[config.mk]
export PLATFORM = sky130hd
export DESIGN_NAME = cycle_count_smm
export DESIGN_NICKNAME = d
export VERILOG_FILES = /design/src/design/cycle_count_pkg.sv /design/src/design/freeze_if.sv /design/src/design/cycle_count_smm.sv /design/src/design/mgmt_freeze_unit.sv /design/src/design/tick_counter.sv
export SDC_FILE = /design/constraint.sdc
export NUM_CORES = 2
export LEC_CHECK = 0
export BUFFER_PORTS_ARGS = -buffer_cell sky130_fd_sc_hd__buf_4
export CAP_MARGIN = 15
export CORE_ASPECT_RATIO = 1.1
export CORE_MARGIN = 10
export CORE_UTILIZATION = 48
export CTS_CLUSTER_SIZE = 30
export DETAILED_ROUTE_END_ITERATION = 8
export PLACE_DENSITY = 0.68
export SETUP_SLACK_MARGIN = 0.2
export SYNTH_ARGS = -nofsm -noshare
export SYNTH_HDL_FRONTEND = slang
export SYNTH_SLANG_ARGS = --single-unit
[constraint.sdc]
create_clock -name clk -period 3.9 [get_ports clk]
set_input_delay 0.39 -clock clk [delete_from_list [all_inputs] [get_ports clk]]
set_output_delay 0.39 -clock clk [all_outputs]
set_load 0.05 [all_outputs]
[src/design/cycle_count_pkg.sv]
/*
 cycle_count_pkg: model-specific register addresses, field positions, reset values and widths
 shared by the cycle-count block, its freeze unit and its counters.
 assumes: addresses other than the bus frequency register are local choices of this core.
*/
package cycle_count_pkg;
    // register addresses
    localparam logic [31:0] ADDR_STAMP = 32'h0000_0010;
    localparam logic [31:0] ADDR_PLATFORM = 32'h0000_0017;
    localparam logic [31:0] ADDR_BUS_FREQ = 32'h0000_00CD;
    localparam logic [31:0] ADDR_MAXPERF = 32'h0000_00E7;
    localparam logic [31:0] ADDR_PERF_STATUS = 32'h0000_0198;
    localparam logic [31:0] ADDR_DBG_CTL = 32'h0000_01D9;
    localparam logic [31:0] ADDR_GEN_CTR = 32'h0000_0300;
    localparam logic [31:0] ADDR_FIXED_TWO = 32'h0000_030B;
    localparam logic [31:0] ADDR_CAPABILITY = 32'h0000_0345;
    localparam logic [31:0] ADDR_CNT_CFG = 32'h0000_0360;
    localparam logic [31:0] ADDR_GLOBAL_EN = 32'h0000_038F;
    localparam logic [31:0] ADDR_EVT_SEL = 32'h0000_03A0;
    localparam logic [31:0] ADDR_UNHALTED0 = 32'h0000_0400;
    localparam logic [31:0] ADDR_UNHALTED1 = 32'h0000_0401;
    localparam logic [31:0] ADDR_REF_TICKS = 32'h0000_0402;
    localparam logic [31:0] ADDR_LOCAL_TIMER = 32'h0000_0839;

    // counter configuration fields
    localparam int CFG_ENABLE_BIT = 12;
    localparam int CFG_COMPARE_BIT = 18;
    localparam int CFG_COMPLEMENT_BIT = 19;
    localparam int CFG_THR_LO = 20;
    localparam int THR_W = 4;
    // event selector fields
    localparam int EVT_USR_BIT = 2;
    localparam int EVT_OS_BIT = 3;
    localparam int EVT_CODE_LO = 25;
    localparam int EVT_CODE_W = 6;
    localparam logic [EVT_CODE_W-1:0] EVT_NULL = 6'h00;
    // debug control fields
    localparam int DBG_FREEZE_EN_BIT = 14;
    localparam logic [63:0] DBG_WRITE_MASK = 64'h0000_0000_0000_40C3;
    localparam logic [63:0] DBG_FREEZE_CLEAR = 64'h0000_0000_0000_00C3;
    localparam logic [63:0] DBG_RESET = 64'h0000_0000_0000_0000;
    // global counter enables
    localparam int GLB_W = 2;
    localparam int GLB_GEN_BIT = 0;
    localparam int GLB_FIX2_BIT = 1;
    localparam logic [GLB_W-1:0] GLB_ALL_ON = 2'h3;
    // capability fields and values
    localparam int CAP_FMT_LO = 0;
    localparam int CAP_TRAP_BIT = 6;
    localparam int CAP_REGS_BIT = 7;
    localparam int CAP_LAYOUT_LO = 8;
    localparam int CAP_FRZ_BIT = 12;
    localparam int CAP_FULLW_BIT = 13;
    localparam logic [5:0] CAP_FMT_VAL = 6'h00;
    localparam logic CAP_TRAP_VAL = 1'b0;
    localparam logic CAP_REGS_VAL = 1'b0;
    localparam logic [3:0] CAP_LAYOUT_VAL = 4'h0;
    localparam logic CAP_FRZ_VAL = 1'b1;
    localparam logic CAP_FULLW_VAL = 1'b0;
    // frequency and ratio fields
    localparam int BUS_FREQ_W = 3;
    localparam int RATIO_W = 5;
    localparam int PLAT_RATIO_LO = 8;
    localparam int STAT_XMODE_BIT = 31;
    localparam int STAT_RATIO_LO = 40;
    // counter widths
    localparam int GEN_W = 40;
    localparam int WIDE_W = 64;
endpackage : cycle_count_pkg

[src/design/freeze_if.sv]
/*
 freeze_if: carries the management-mode freeze handshake between the block core and its freeze unit.
 assumes: one clock; enter and leave are one-cycle pulses.
*/
`timescale 1ns/10ps
interface freeze_if;
    logic mgmt_interrupt;
    logic mgmt_return;
    logic freeze_enable;
    logic [63:0] dbg_now;
    logic [63:0] dbg_saved;
    logic in_mgmt;
    logic enter;
    logic leave;
    modport unit (input mgmt_interrupt, input mgmt_return, input freeze_enable, input dbg_now,
                  output dbg_saved, output in_mgmt, output enter, output leave);
    modport core (output mgmt_interrupt, output mgmt_return, output freeze_enable, output dbg_now,
                  input dbg_saved, input in_mgmt, input enter, input leave);
endinterface : freeze_if

[src/design/cycle_count_smm.sv]
/*
 cycle_count_smm: clocktick counters, frequency and ratio reporting, capability enumeration and
 the freeze of counter enables and debug control around management mode.
 assumes: register requests, halt status, event counts and reference ticks come from core logic on clk;
 bus-clock-active and sleep are pins and are synchronised here.
*/
// Notes on behaviour
// - compare on, threshold 15, complement set: count every cycle, ignore privilege qualification.
// - selector needs a non-null event code; null keeps its counter stopped.
// - a counter counts only while its configuration enable bit is one.
// - non-sleep count runs while any logical processor is awake.
// - non-halted count advances each core cycle its logical processor is not halted.
// - power-saving state entered only when all logical processors halted.
// - stamp counter runs with bus clock active and sleep low; instruction reads it.
// - reference ticks count the fixed reference clock while not halted.
// - stamp, max-performance and fixed counter two share one fixed rate.
// - local interrupt-controller timer ignores core frequency transitions.
// - fixed rate equals bus frequency times maximum non-turbo ratio.
// - bus frequency code sits in bits 2:0 of register 0CDH.
// - ratio in platform bits 12:8, or status bits 44:40 when extreme mode on.
// - status bit 31 reports extreme mode, read-only.
// - capability: format 5:0, trap flag 6, saved-registers flag 7, layout 11:8.
// - capability bit 12 freeze supported, bit 13 full-width write alias.
// - capability register exists only when the identification flag reports one.
// - freezing entry clears global enables, saves debug control, clears trace fields.
// - return sets global enables to one and restores saved debug control.
`timescale 1ns/10ps
module cycle_count_smm (
    input wire logic clk,
    input wire logic reset_n,
    input wire logic msr_req,
    input wire logic msr_we,
    input wire logic [31:0] msr_addr,
    input wire logic [63:0] msr_wdata,
    output logic msr_ack,
    output logic msr_fault,
    output logic [63:0] msr_rdata,
    input wire logic stamp_req,
    output logic stamp_valid,
    output logic [63:0] stamp_data,
    input wire logic bus_clk_active_pin,
    input wire logic sleep_pin,
    input wire logic bus_ref_tick,
    input wire logic [1:0] lp_halted,
    input wire logic lp_user_mode,
    input wire logic [cycle_count_pkg::THR_W-1:0] event_count,
    input wire logic [cycle_count_pkg::BUS_FREQ_W-1:0] bus_freq_strap,
    input wire logic [cycle_count_pkg::RATIO_W-1:0] base_ratio_strap,
    input wire logic [cycle_count_pkg::RATIO_W-1:0] xmode_ratio_strap,
    input wire logic xmode_strap,
    input wire logic cap_present_strap,
    input wire logic management_interrupt,
    input wire logic management_return,
    output logic power_save,
    output logic mgmt_active,
    output logic [63:0] debug_control
);
    import cycle_count_pkg::*;

    typedef struct packed {
        logic [1:0] bus_act_sync;
        logic [1:0] sleep_sync;
        logic straps_taken;
        logic [BUS_FREQ_W-1:0] bus_freq;
        logic [RATIO_W-1:0] base_ratio;
        logic [RATIO_W-1:0] xmode_ratio;
        logic xmode_on;
        logic cap_present;
        logic power_save;
        logic [63:0] dbg_ctl;
        logic [GLB_W-1:0] glb_en;
        logic [63:0] evt_sel;
        logic [63:0] cnt_cfg;
        logic ack;
        logic fault;
        logic [63:0] rdata;
        logic stamp_valid;
        logic [63:0] stamp_data;
    } top_state_s;

    top_state_s s_q;
    top_state_s s_d;

    freeze_if fz ();

    logic [WIDE_W-1:0] stamp_cnt;
    logic [WIDE_W-1:0] maxperf_cnt;
    logic [WIDE_W-1:0] fix2_cnt;
    logic [GEN_W-1:0] gen_cnt;
    logic [WIDE_W-1:0] unhalted0_cnt;
    logic [WIDE_W-1:0] unhalted1_cnt;
    logic [WIDE_W-1:0] ref_cnt;
    logic [WIDE_W-1:0] ltimer_cnt;

    logic [RATIO_W-1:0] resolved_ratio;
    logic fixed_rate_step;
    logic [RATIO_W-1:0] fixed_inc;
    logic [RATIO_W-1:0] fix2_inc;
    logic qualified;
    logic [THR_W-1:0] qual_events;
    logic thr_met;
    logic gen_run;
    logic [THR_W-1:0] gen_inc;
    logic gen_load;
    logic wr;
    logic rd;
    logic [63:0] cap_word;
    logic [63:0] dbg_mask;

    assign resolved_ratio = s_q.xmode_on ? s_q.xmode_ratio : s_q.base_ratio;
    // one bus reference tick advances by the ratio: the sum tracks bus frequency times ratio
    assign fixed_rate_step = s_q.bus_act_sync[1] && !s_q.sleep_sync[1] && bus_ref_tick;
    assign fixed_inc = fixed_rate_step ? resolved_ratio : '0;
    assign fix2_inc = s_q.glb_en[GLB_FIX2_BIT] ? fixed_inc : '0;

    // privilege qualification feeds the raw count; the threshold path then decides the step
    assign qualified = (s_q.evt_sel[EVT_USR_BIT] && lp_user_mode) || (s_q.evt_sel[EVT_OS_BIT] && !lp_user_mode);
    assign qual_events = qualified ? event_count : '0;
    // complement with threshold 15 is always met, which drops any qualification
    assign thr_met = s_q.cnt_cfg[CFG_COMPLEMENT_BIT] ?
                     (qual_events <= s_q.cnt_cfg[CFG_THR_LO +: THR_W]) :
                     (qual_events > s_q.cnt_cfg[CFG_THR_LO +: THR_W]);
    assign gen_run = s_q.cnt_cfg[CFG_ENABLE_BIT]
                     && s_q.evt_sel[EVT_CODE_LO +: EVT_CODE_W] != EVT_NULL
                     && s_q.glb_en[GLB_GEN_BIT]
                     && !s_q.power_save;
    assign gen_inc = !gen_run ? '0 :
                     s_q.cnt_cfg[CFG_COMPARE_BIT] ? THR_W'(thr_met) : qual_events;

    assign wr = msr_req && msr_we;
    assign rd = msr_req && !msr_we;
    assign gen_load = wr && msr_addr == ADDR_GEN_CTR;

    assign cap_word = 64'({CAP_FULLW_VAL, CAP_FRZ_VAL, CAP_LAYOUT_VAL, CAP_REGS_VAL,
                           CAP_TRAP_VAL, CAP_FMT_VAL});
    // freeze enable is writable only where the capability says it is supported
    assign dbg_mask = CAP_FRZ_VAL ? DBG_WRITE_MASK : (DBG_WRITE_MASK & ~(64'h1 << DBG_FREEZE_EN_BIT));

    assign fz.mgmt_interrupt = management_interrupt;
    assign fz.mgmt_return = management_return;
    assign fz.freeze_enable = s_q.dbg_ctl[DBG_FREEZE_EN_BIT] && CAP_FRZ_VAL;
    assign fz.dbg_now = s_q.dbg_ctl;

    always_comb begin
        s_d = s_q;
        s_d.ack = 1'b0;
        s_d.fault = 1'b0;
        s_d.stamp_valid = 1'b0;
        s_d.bus_act_sync = {s_q.bus_act_sync[0], bus_clk_active_pin};
        s_d.sleep_sync = {s_q.sleep_sync[0], sleep_pin};
        s_d.power_save = &lp_halted;
        // straps are caught once, on the first edge after reset release
        if (!s_q.straps_taken) begin
            s_d.straps_taken = 1'b1;
            s_d.bus_freq = bus_freq_strap;
            s_d.base_ratio = base_ratio_strap;
            s_d.xmode_ratio = xmode_ratio_strap;
            s_d.xmode_on = xmode_strap;
            s_d.cap_present = cap_present_strap;
        end
        if (msr_req) begin
            s_d.ack = 1'b1;
        end
        if (wr) begin
            if (msr_addr == ADDR_DBG_CTL) begin
                s_d.dbg_ctl = msr_wdata & dbg_mask;
            end else if (msr_addr == ADDR_GLOBAL_EN) begin
                s_d.glb_en = msr_wdata[GLB_W-1:0];
            end else if (msr_addr == ADDR_EVT_SEL) begin
                s_d.evt_sel = msr_wdata;
            end else if (msr_addr == ADDR_CNT_CFG) begin
                s_d.cnt_cfg = msr_wdata;
            end else if (msr_addr == ADDR_GEN_CTR) begin
                s_d.fault = 1'b0;
            end else begin
                // read-only and unmapped addresses refuse writes
                s_d.fault = 1'b1;
            end
        end
        if (rd) begin
            s_d.rdata = '0;
            if (msr_addr == ADDR_BUS_FREQ) begin
                s_d.rdata = 64'(s_q.bus_freq);
            end else if (msr_addr == ADDR_PLATFORM) begin
                s_d.rdata[PLAT_RATIO_LO +: RATIO_W] = s_q.base_ratio;
            end else if (msr_addr == ADDR_PERF_STATUS) begin
                s_d.rdata[STAT_XMODE_BIT] = s_q.xmode_on;
                s_d.rdata[STAT_RATIO_LO +: RATIO_W] = s_q.xmode_ratio;
            end else if (msr_addr == ADDR_CAPABILITY && s_q.cap_present) begin
                s_d.rdata = cap_word;
            end else if (msr_addr == ADDR_DBG_CTL) begin
                s_d.rdata = s_q.dbg_ctl;
            end else if (msr_addr == ADDR_GLOBAL_EN) begin
                s_d.rdata = 64'(s_q.glb_en);
            end else if (msr_addr == ADDR_EVT_SEL) begin
                s_d.rdata = s_q.evt_sel;
            end else if (msr_addr == ADDR_CNT_CFG) begin
                s_d.rdata = s_q.cnt_cfg;
            end else if (msr_addr == ADDR_GEN_CTR) begin
                s_d.rdata = 64'(gen_cnt);
            end else if (msr_addr == ADDR_STAMP) begin
                s_d.rdata = stamp_cnt;
            end else if (msr_addr == ADDR_MAXPERF) begin
                s_d.rdata = maxperf_cnt;
            end else if (msr_addr == ADDR_FIXED_TWO) begin
                s_d.rdata = fix2_cnt;
            end else if (msr_addr == ADDR_UNHALTED0) begin
                s_d.rdata = unhalted0_cnt;
            end else if (msr_addr == ADDR_UNHALTED1) begin
                s_d.rdata = unhalted1_cnt;
            end else if (msr_addr == ADDR_REF_TICKS) begin
                s_d.rdata = ref_cnt;
            end else if (msr_addr == ADDR_LOCAL_TIMER) begin
                s_d.rdata = ltimer_cnt;
            end else begin
                // absent capability register falls here too and faults
                s_d.fault = 1'b1;
            end
        end
        // hardware freeze and restore win over a software write in the same cycle
        if (fz.enter) begin
            s_d.glb_en = '0;
            s_d.dbg_ctl = s_q.dbg_ctl & ~DBG_FREEZE_CLEAR;
        end else if (fz.leave) begin
            s_d.glb_en = GLB_ALL_ON;
            s_d.dbg_ctl = fz.dbg_saved;
        end
        if (stamp_req) begin
            s_d.stamp_valid = 1'b1;
            s_d.stamp_data = stamp_cnt;
        end
    end

    always_ff @(posedge clk or negedge reset_n) begin
        if (!reset_n) begin
            s_q <= '0;
            s_q.dbg_ctl <= DBG_RESET;
            s_q.glb_en <= GLB_ALL_ON;
        end else begin
            s_q <= s_d;
        end
    end

    mgmt_freeze_unit u_freeze (
        .clk(clk),
        .reset_n(reset_n),
        .fz(fz.unit)
    );

    tick_counter #(.W(WIDE_W), .IW(RATIO_W)) u_stamp (
        .clk(clk),
        .reset_n(reset_n),
        .inc(fixed_inc),
        .load(1'b0),
        .load_val('0),
        .count(stamp_cnt)
    );

    tick_counter #(.W(WIDE_W), .IW(RATIO_W)) u_maxperf (
        .clk(clk),
        .reset_n(reset_n),
        .inc(fixed_inc),
        .load(1'b0),
        .load_val('0),
        .count(maxperf_cnt)
    );

    tick_counter #(.W(WIDE_W), .IW(RATIO_W)) u_fixed_two (
        .clk(clk),
        .reset_n(reset_n),
        .inc(fix2_inc),
        .load(1'b0),
        .load_val('0),
        .count(fix2_cnt)
    );

    // general counter: non-sleep cycles when programmed with the threshold trick
    tick_counter #(.W(GEN_W), .IW(THR_W)) u_gen (
        .clk(clk),
        .reset_n(reset_n),
        .inc(gen_inc),
        .load(gen_load),
        .load_val(msr_wdata[GEN_W-1:0]),
        .count(gen_cnt)
    );

    // halt-transition cycles are counted while the halt flag is still low
    tick_counter #(.W(WIDE_W), .IW(1)) u_unhalted0 (
        .clk(clk),
        .reset_n(reset_n),
        .inc(!lp_halted[0]),
        .load(1'b0),
        .load_val('0),
        .count(unhalted0_cnt)
    );

    tick_counter #(.W(WIDE_W), .IW(1)) u_unhalted1 (
        .clk(clk),
        .reset_n(reset_n),
        .inc(!lp_halted[1]),
        .load(1'b0),
        .load_val('0),
        .count(unhalted1_cnt)
    );

    tick_counter #(.W(WIDE_W), .IW(1)) u_ref (
        .clk(clk),
        .reset_n(reset_n),
        .inc(bus_ref_tick && !lp_halted[0]),
        .load(1'b0),
        .load_val('0),
        .count(ref_cnt)
    );

    // reference tick only, so core ratio changes never reach it
    tick_counter #(.W(WIDE_W), .IW(1)) u_local_timer (
        .clk(clk),
        .reset_n(reset_n),
        .inc(bus_ref_tick),
        .load(1'b0),
        .load_val('0),
        .count(ltimer_cnt)
    );

    assign msr_ack = s_q.ack;
    assign msr_fault = s_q.fault;
    assign msr_rdata = s_q.rdata;
    assign stamp_valid = s_q.stamp_valid;
    assign stamp_data = s_q.stamp_data;
    assign power_save = s_q.power_save;
    assign mgmt_active = fz.in_mgmt;
    assign debug_control = s_q.dbg_ctl;
endmodule : cycle_count_smm

[src/design/mgmt_freeze_unit.sv]
/*
 mgmt_freeze_unit: tracks management mode and keeps the debug-control copy taken at entry.
 assumes: interrupt and return pulses come from core logic on the same clock.
*/
`timescale 1ns/10ps
module mgmt_freeze_unit (
    input wire logic clk,
    input wire logic reset_n,
    freeze_if.unit fz
);
    import cycle_count_pkg::*;

    typedef struct packed {
        logic in_mgmt;
        logic frozen;
        logic [63:0] saved;
    } frz_state_s;

    frz_state_s s_q;
    frz_state_s s_d;

    always_comb begin
        s_d = s_q;
        fz.enter = 1'b0;
        fz.leave = 1'b0;
        if (fz.mgmt_interrupt && !s_q.in_mgmt) begin
            s_d.in_mgmt = 1'b1;
            // copy only when freezing, so a plain entry never restores stale state
            if (fz.freeze_enable) begin
                s_d.frozen = 1'b1;
                s_d.saved = fz.dbg_now;
                fz.enter = 1'b1;
            end
        end else if (fz.mgmt_return && s_q.in_mgmt) begin
            s_d.in_mgmt = 1'b0;
            s_d.frozen = 1'b0;
            fz.leave = s_q.frozen;
        end
    end

    always_ff @(posedge clk or negedge reset_n) begin
        if (!reset_n) begin
            s_q <= '0;
        end else begin
            s_q <= s_d;
        end
    end

    assign fz.dbg_saved = s_q.saved;
    assign fz.in_mgmt = s_q.in_mgmt;
endmodule : mgmt_freeze_unit

[src/design/tick_counter.sv]
/*
 tick_counter: free-running up counter with a variable increment and a load port.
 assumes: increment and load come from logic on the same clock; load wins over counting.
*/
`timescale 1ns/10ps
module tick_counter #(
    parameter int W = 64,
    parameter int IW = 1
) (
    input wire logic clk,
    input wire logic reset_n,
    input wire logic [IW-1:0] inc,
    input wire logic load,
    input wire logic [W-1:0] load_val,
    output logic [W-1:0] count
);
    import cycle_count_pkg::*;

    typedef struct packed {
        logic [W-1:0] cnt;
    } cnt_state_s;

    cnt_state_s s_q;
    cnt_state_s s_d;

    always_comb begin
        s_d = s_q;
        if (load) begin
            s_d.cnt = load_val;
        end else begin
            s_d.cnt = s_q.cnt + W'(inc);
        end
    end

    always_ff @(posedge clk or negedge reset_n) begin
        if (!reset_n) begin
            s_q <= '0;
        end else begin
            s_q <= s_d;
        end
    end

    assign count = s_q.cnt;
endmodule : tick_counter

==> flow_summary_export.csv <==
group,metric,value,unit
outcome,outcome,"finished clean",
detailed_routing,topRoutingLayerUsed,"met5",
yosys,ys_warn_count,0,
hold_path,hold_class,"in2reg",
power_and_ir_drop,seqPwrFrac,0.483,
worst_setup_path,cpMaxStageDelayCell,"dfrtp_1",
power_and_ir_drop,p_sw,0.005095,W
worst_setup_path,worstPathCellList,"mux2_4, and2_4, ha_4, nor2b_4, o21ai_2, nand2b_1, a21oi_2, a41oi_2, xnor2_1, a211oi_2, ha_2, inv_2, fa_2, nor2b_1, o21a_1, o211ai_1, nor2_2, buf_6, nand4_1, xor2_1, o21ai_1",
placement,portBuffers,324,
power_and_ir_drop,switching_share,0.2456,
run,max_cap_violations,0,
sta,finalWorstSetupSlack,132.1,ps
detailed_routing,viasPerCell,6.117,
floorplanning,pin_count,325,
placement,pre_cts_ws,-160.4,ps
finish,final_area,0.05150,mm^2
floorplanning,start_util,0.4840,
floorplanning,die_h,337.9,um
clock_network,tritoncts,"yes",
sta,final.min_clock_period,3768,ps
clock_network,cts.sinks,900,
power_and_ir_drop,p_per_area,402.9,mW/mm^2
detailed_routing,route.detailed.drc,0,
detailed_routing,vias,34870,
sta,hold_slack,28.82,ps
yosys,postSynthNetCount,4330,
worst_setup_path,crit_required,4500,ps
yosys,synthFlopType,"dfrtp_1",
placement,dpl-instance-area,0.04726,mm^2
clock_network,cts_buffer_depth,3,
grt,grt_start_max_net_pins,120,
floorplanning,dieArea,0.1044,mm^2
yosys,synth_seq_area_share,0.5106,
worst_setup_path,cp-start-kind,"register",
placement,place_congestion,0.9624,
grt,grt.overflow.total,0,
floorplanning,die_w,309.0,um
finish,fin_util,0.5650,
sta,finalSetupViolations,0,
grt,grt_pass1_wl,221.6,mm
sta,fin_crit_sh,0.9661,
sta,worst_pin_slew,1216,ps
clock_network,htreeDepth,3,
yosys,synth_cells,4167,
yosys,synth_cell_types,85,
detailed_routing,dr_wl_met3,13.74,mm
clock_network,clk_pin_slew,60,ps
power_and_ir_drop,p_int,0.01565,W
power_and_ir_drop,p_comb_frac,0.065,
grt,grt_pass1_vias,34100,
yosys,ys_ff_latch,900,
power_and_ir_drop,peakVddDrop,0.3242,mV
yosys,syn_area,0.04411,mm^2
sta,skew,27.60,ps
sta,hold_violations,0,
grt,antenna_found_initial,11,
detailed_routing,ant_nets,0,
finish,area_growth,16.74,%
yosys,synth-edff-count,0,
detailed_routing,wirelength,148.4,mm
sta,fmax,265.4,MHz
power_and_ir_drop,clockPowerShare,0.452,
detailed_routing,wl_per_cell,26.03,um
worst_setup_path,cpPeakStageDelay,380,ps
detailed_routing,drtIter0Drc,4271,
detailed_routing,met2_length,66.54,mm
clock_network,cts_made_buffers,97,
clock_network,root_buffer,"clkbuf_16",
yosys,synthArstFlopShare,1.000,
worst_setup_path,reg2reg_slack,130,ps
floorplanning,core_area,0.09115,mm^2
clock_network,insertion_delay,690,ps
detailed_routing,firstDrtPassIters,9,
finish,fin_nets,4604,
power_and_ir_drop,finalPower,0.02075,W
finish,drive_above_1_share,0.1918,
placement,hpwl,111.6,mm
floorplanning,fp-row-count,116,
worst_setup_path,crit_fanout,6,
grt,groute.usage.overall,0.2793,
yosys,synth_area_per_cell,10.59,um^2
power_and_ir_drop,total_leakage_power,24.50,nW
worst_setup_path,crit_path_end_kind,"register",
sta,slew_violations,0,
worst_setup_path,crit_type,"reg2reg",
sta,grt_setup_unrepaired,"true",
sta,max-slew-margin-rel,0.1777,
worst_setup_path,worstPathArrival,4370,ps
detailed_routing,wl_met1,60.90,mm
worst max-delay path, delay by kind of cell, from the launching register on:
kind | cells | cell delay [ps]
compound gates | 7 | 1000
fa+ha+maj | 3 | 810
simple gates | 6 | 750
flops | 1 | 380
mux | 1 | 300
xor+xnor | 2 | 280
buf+inv | 2 | 180
worst paths after layout:
kind / startpoint / end / depth (start not counted)
max in group asynchronous: reset_n / stamp_valid$_DFF_PN0_ / 3
hold / removal: msr_wdata[7] / s_q[138]$_DFFE_PN0P_ / 2
min in group asynchronous: reset_n / u_freeze.fz.dbg_saved[30]$_DFFE_PN0P_ / 2
setup / recovery: s_q[198]$_DFFE_PN0P_ / u_gen.count[30]$_DFF_PN0_ / 21
setup reg to reg: s_q[198]$_DFFE_PN0P_ / u_gen.count[30]$_DFF_PN0_ / 21
hold reg to reg: u_unhalted0.count[63]$_DFF_PN0_ / u_unhalted0.count[63]$_DFF_PN0_ / 1
metrics by stage:
stage / instances / setup TNS [ps]
5_1_grt: 5697 / 0
6_report: 5700 / 0
3_5_place_dp: 5437 / -1078
2_1_floorplan: 4167 / 0
4_1_cts: 5695 / 0
3_3_place_gp: 5437 / -950.2
Yosys cell counts, drive strengths merged (9+ instances only):
master  number  area [um^2]
a22oi       60        450.4
a211oi      14        105.1
nand2b      15        93.84
buf        240         1755
nand2      529         1993
o221ai      36        315.3
clkbuf     148        555.5
o22ai       39        244.0
or4         10        78.82
nor2       209        789.5
nor4        35        292.8
xnor2      344         3013
inv         60        225.2
a22o        61        534.3
o21ai      151        782.0
nand4      104        663.1
nor3        90        501.7
xor2       129         1130
a222oi      56        560.5
mux2i       11        110.1
dfrtp      898        22470
and4        53        464.2
and2        31        193.9
a21oi       52        260.3
or3          9        56.30
a221oi      88        770.7
nor2b       15        93.84
and3        92        575.6
nand3      206         1036
a21o        44        330.3
ha          31        387.9
mux2       210         2365
state kept, by name, summed over array words and instances (netlist names), 2 cells and up:
register and cells:
s_q 148, debug_control 64, msr_rdata 64, stamp_data 64
u_fixed_two.count 64, u_freeze.fz.dbg_saved 64, u_local_timer.count 64, u_maxperf.count 64
u_ref.count 64, u_stamp.count 64, u_unhalted0.count 64, u_unhalted1.count 64
u_gen.count 40, s_d 2
logic make-up after synthesis:
group | after synthesis | synth area share
xor gates and xnor gates | 473 | 0.09391
buffers and inverters | 448 | 0.05749
DFF | 900 | 0.5106
muxes | 221 | 0.05610
and+or+nand+nor | 1432 | 0.1615
adders and majority gates | 35 | 0.01061
AOI/OAI and AO/OA | 657 | 0.1097
other | 1 | 0.00008501
cell type report:
class | instances | area, um^2
sequential | 900 | 22530
tap | 1180 | 1476
clock inverter | 29 | 354.1
antenna | 4 | 10.01
fill | 7754 | 39650
inverter | 60 | 225.2
clock buffer | 145 | 2878
multi-input combinational | 2819 | 19330
timing repair buffer | 563 | 4702
layer usage:
metal  up-vias  global-route usage
met5         -                   0
met4         8              0.1267
met3       292             0.05772
met2      1687              0.4276
met1     17610              0.3790
li1      15270                   -
cell usage in the layout, fill, tap and decap left out, types with 9 or more instances in the layout:
cell type      instances
nor4_1                24
nand3_1              202
nor2b_1               13
clkbuf_16             97
clkbuf_1              21
or4_1                  9
or3_1                  9
o221ai_1              36
nor2_1               197
buf_4                457
inv_1                 59
o22ai_1               39
and3_1                91
nand2_1              528
clkinv_2              14
xnor2_1              343
mux2_2               148
a221oi_1              88
clkbuf_8              27
nor3_1                79
a211oi_1              13
a21o_1                44
a22o_1                61
o21ai_0               71
and2_1                29
a222oi_1              56
mux2i_1               11
ha_1                  28
a21oi_1               51
dlygate4sd3_1         81
nand4_1              102
xor2_1               129
buf_12                20
dfrtp_1              897
mux2_1                61
a22oi_1               60
o21ai_1               71
and4_1                53
nand2b_1              14
repair_timing:
action	4_1_cts	5_1_grt
hold buffers	81	0
pin swaps	13	21
gates resized for setup	15	24
setup endpoints to repair	14	23
setup buffers	3	1
hold endpoints to repair	237	0
power by group through the flow:
stage                     clock network (W)  registers, W  logic, W
final                               0.00938        0.0100   0.00136
after global routing                0.00989        0.0100   0.00148
after CTS                           0.00948        0.0100   0.00136
after detailed placement                  0        0.0102   0.00129
after global placement                    0        0.0102   0.00127
after floorplan                           0        0.0100  0.000756
(Power assumes the default switching activity.)
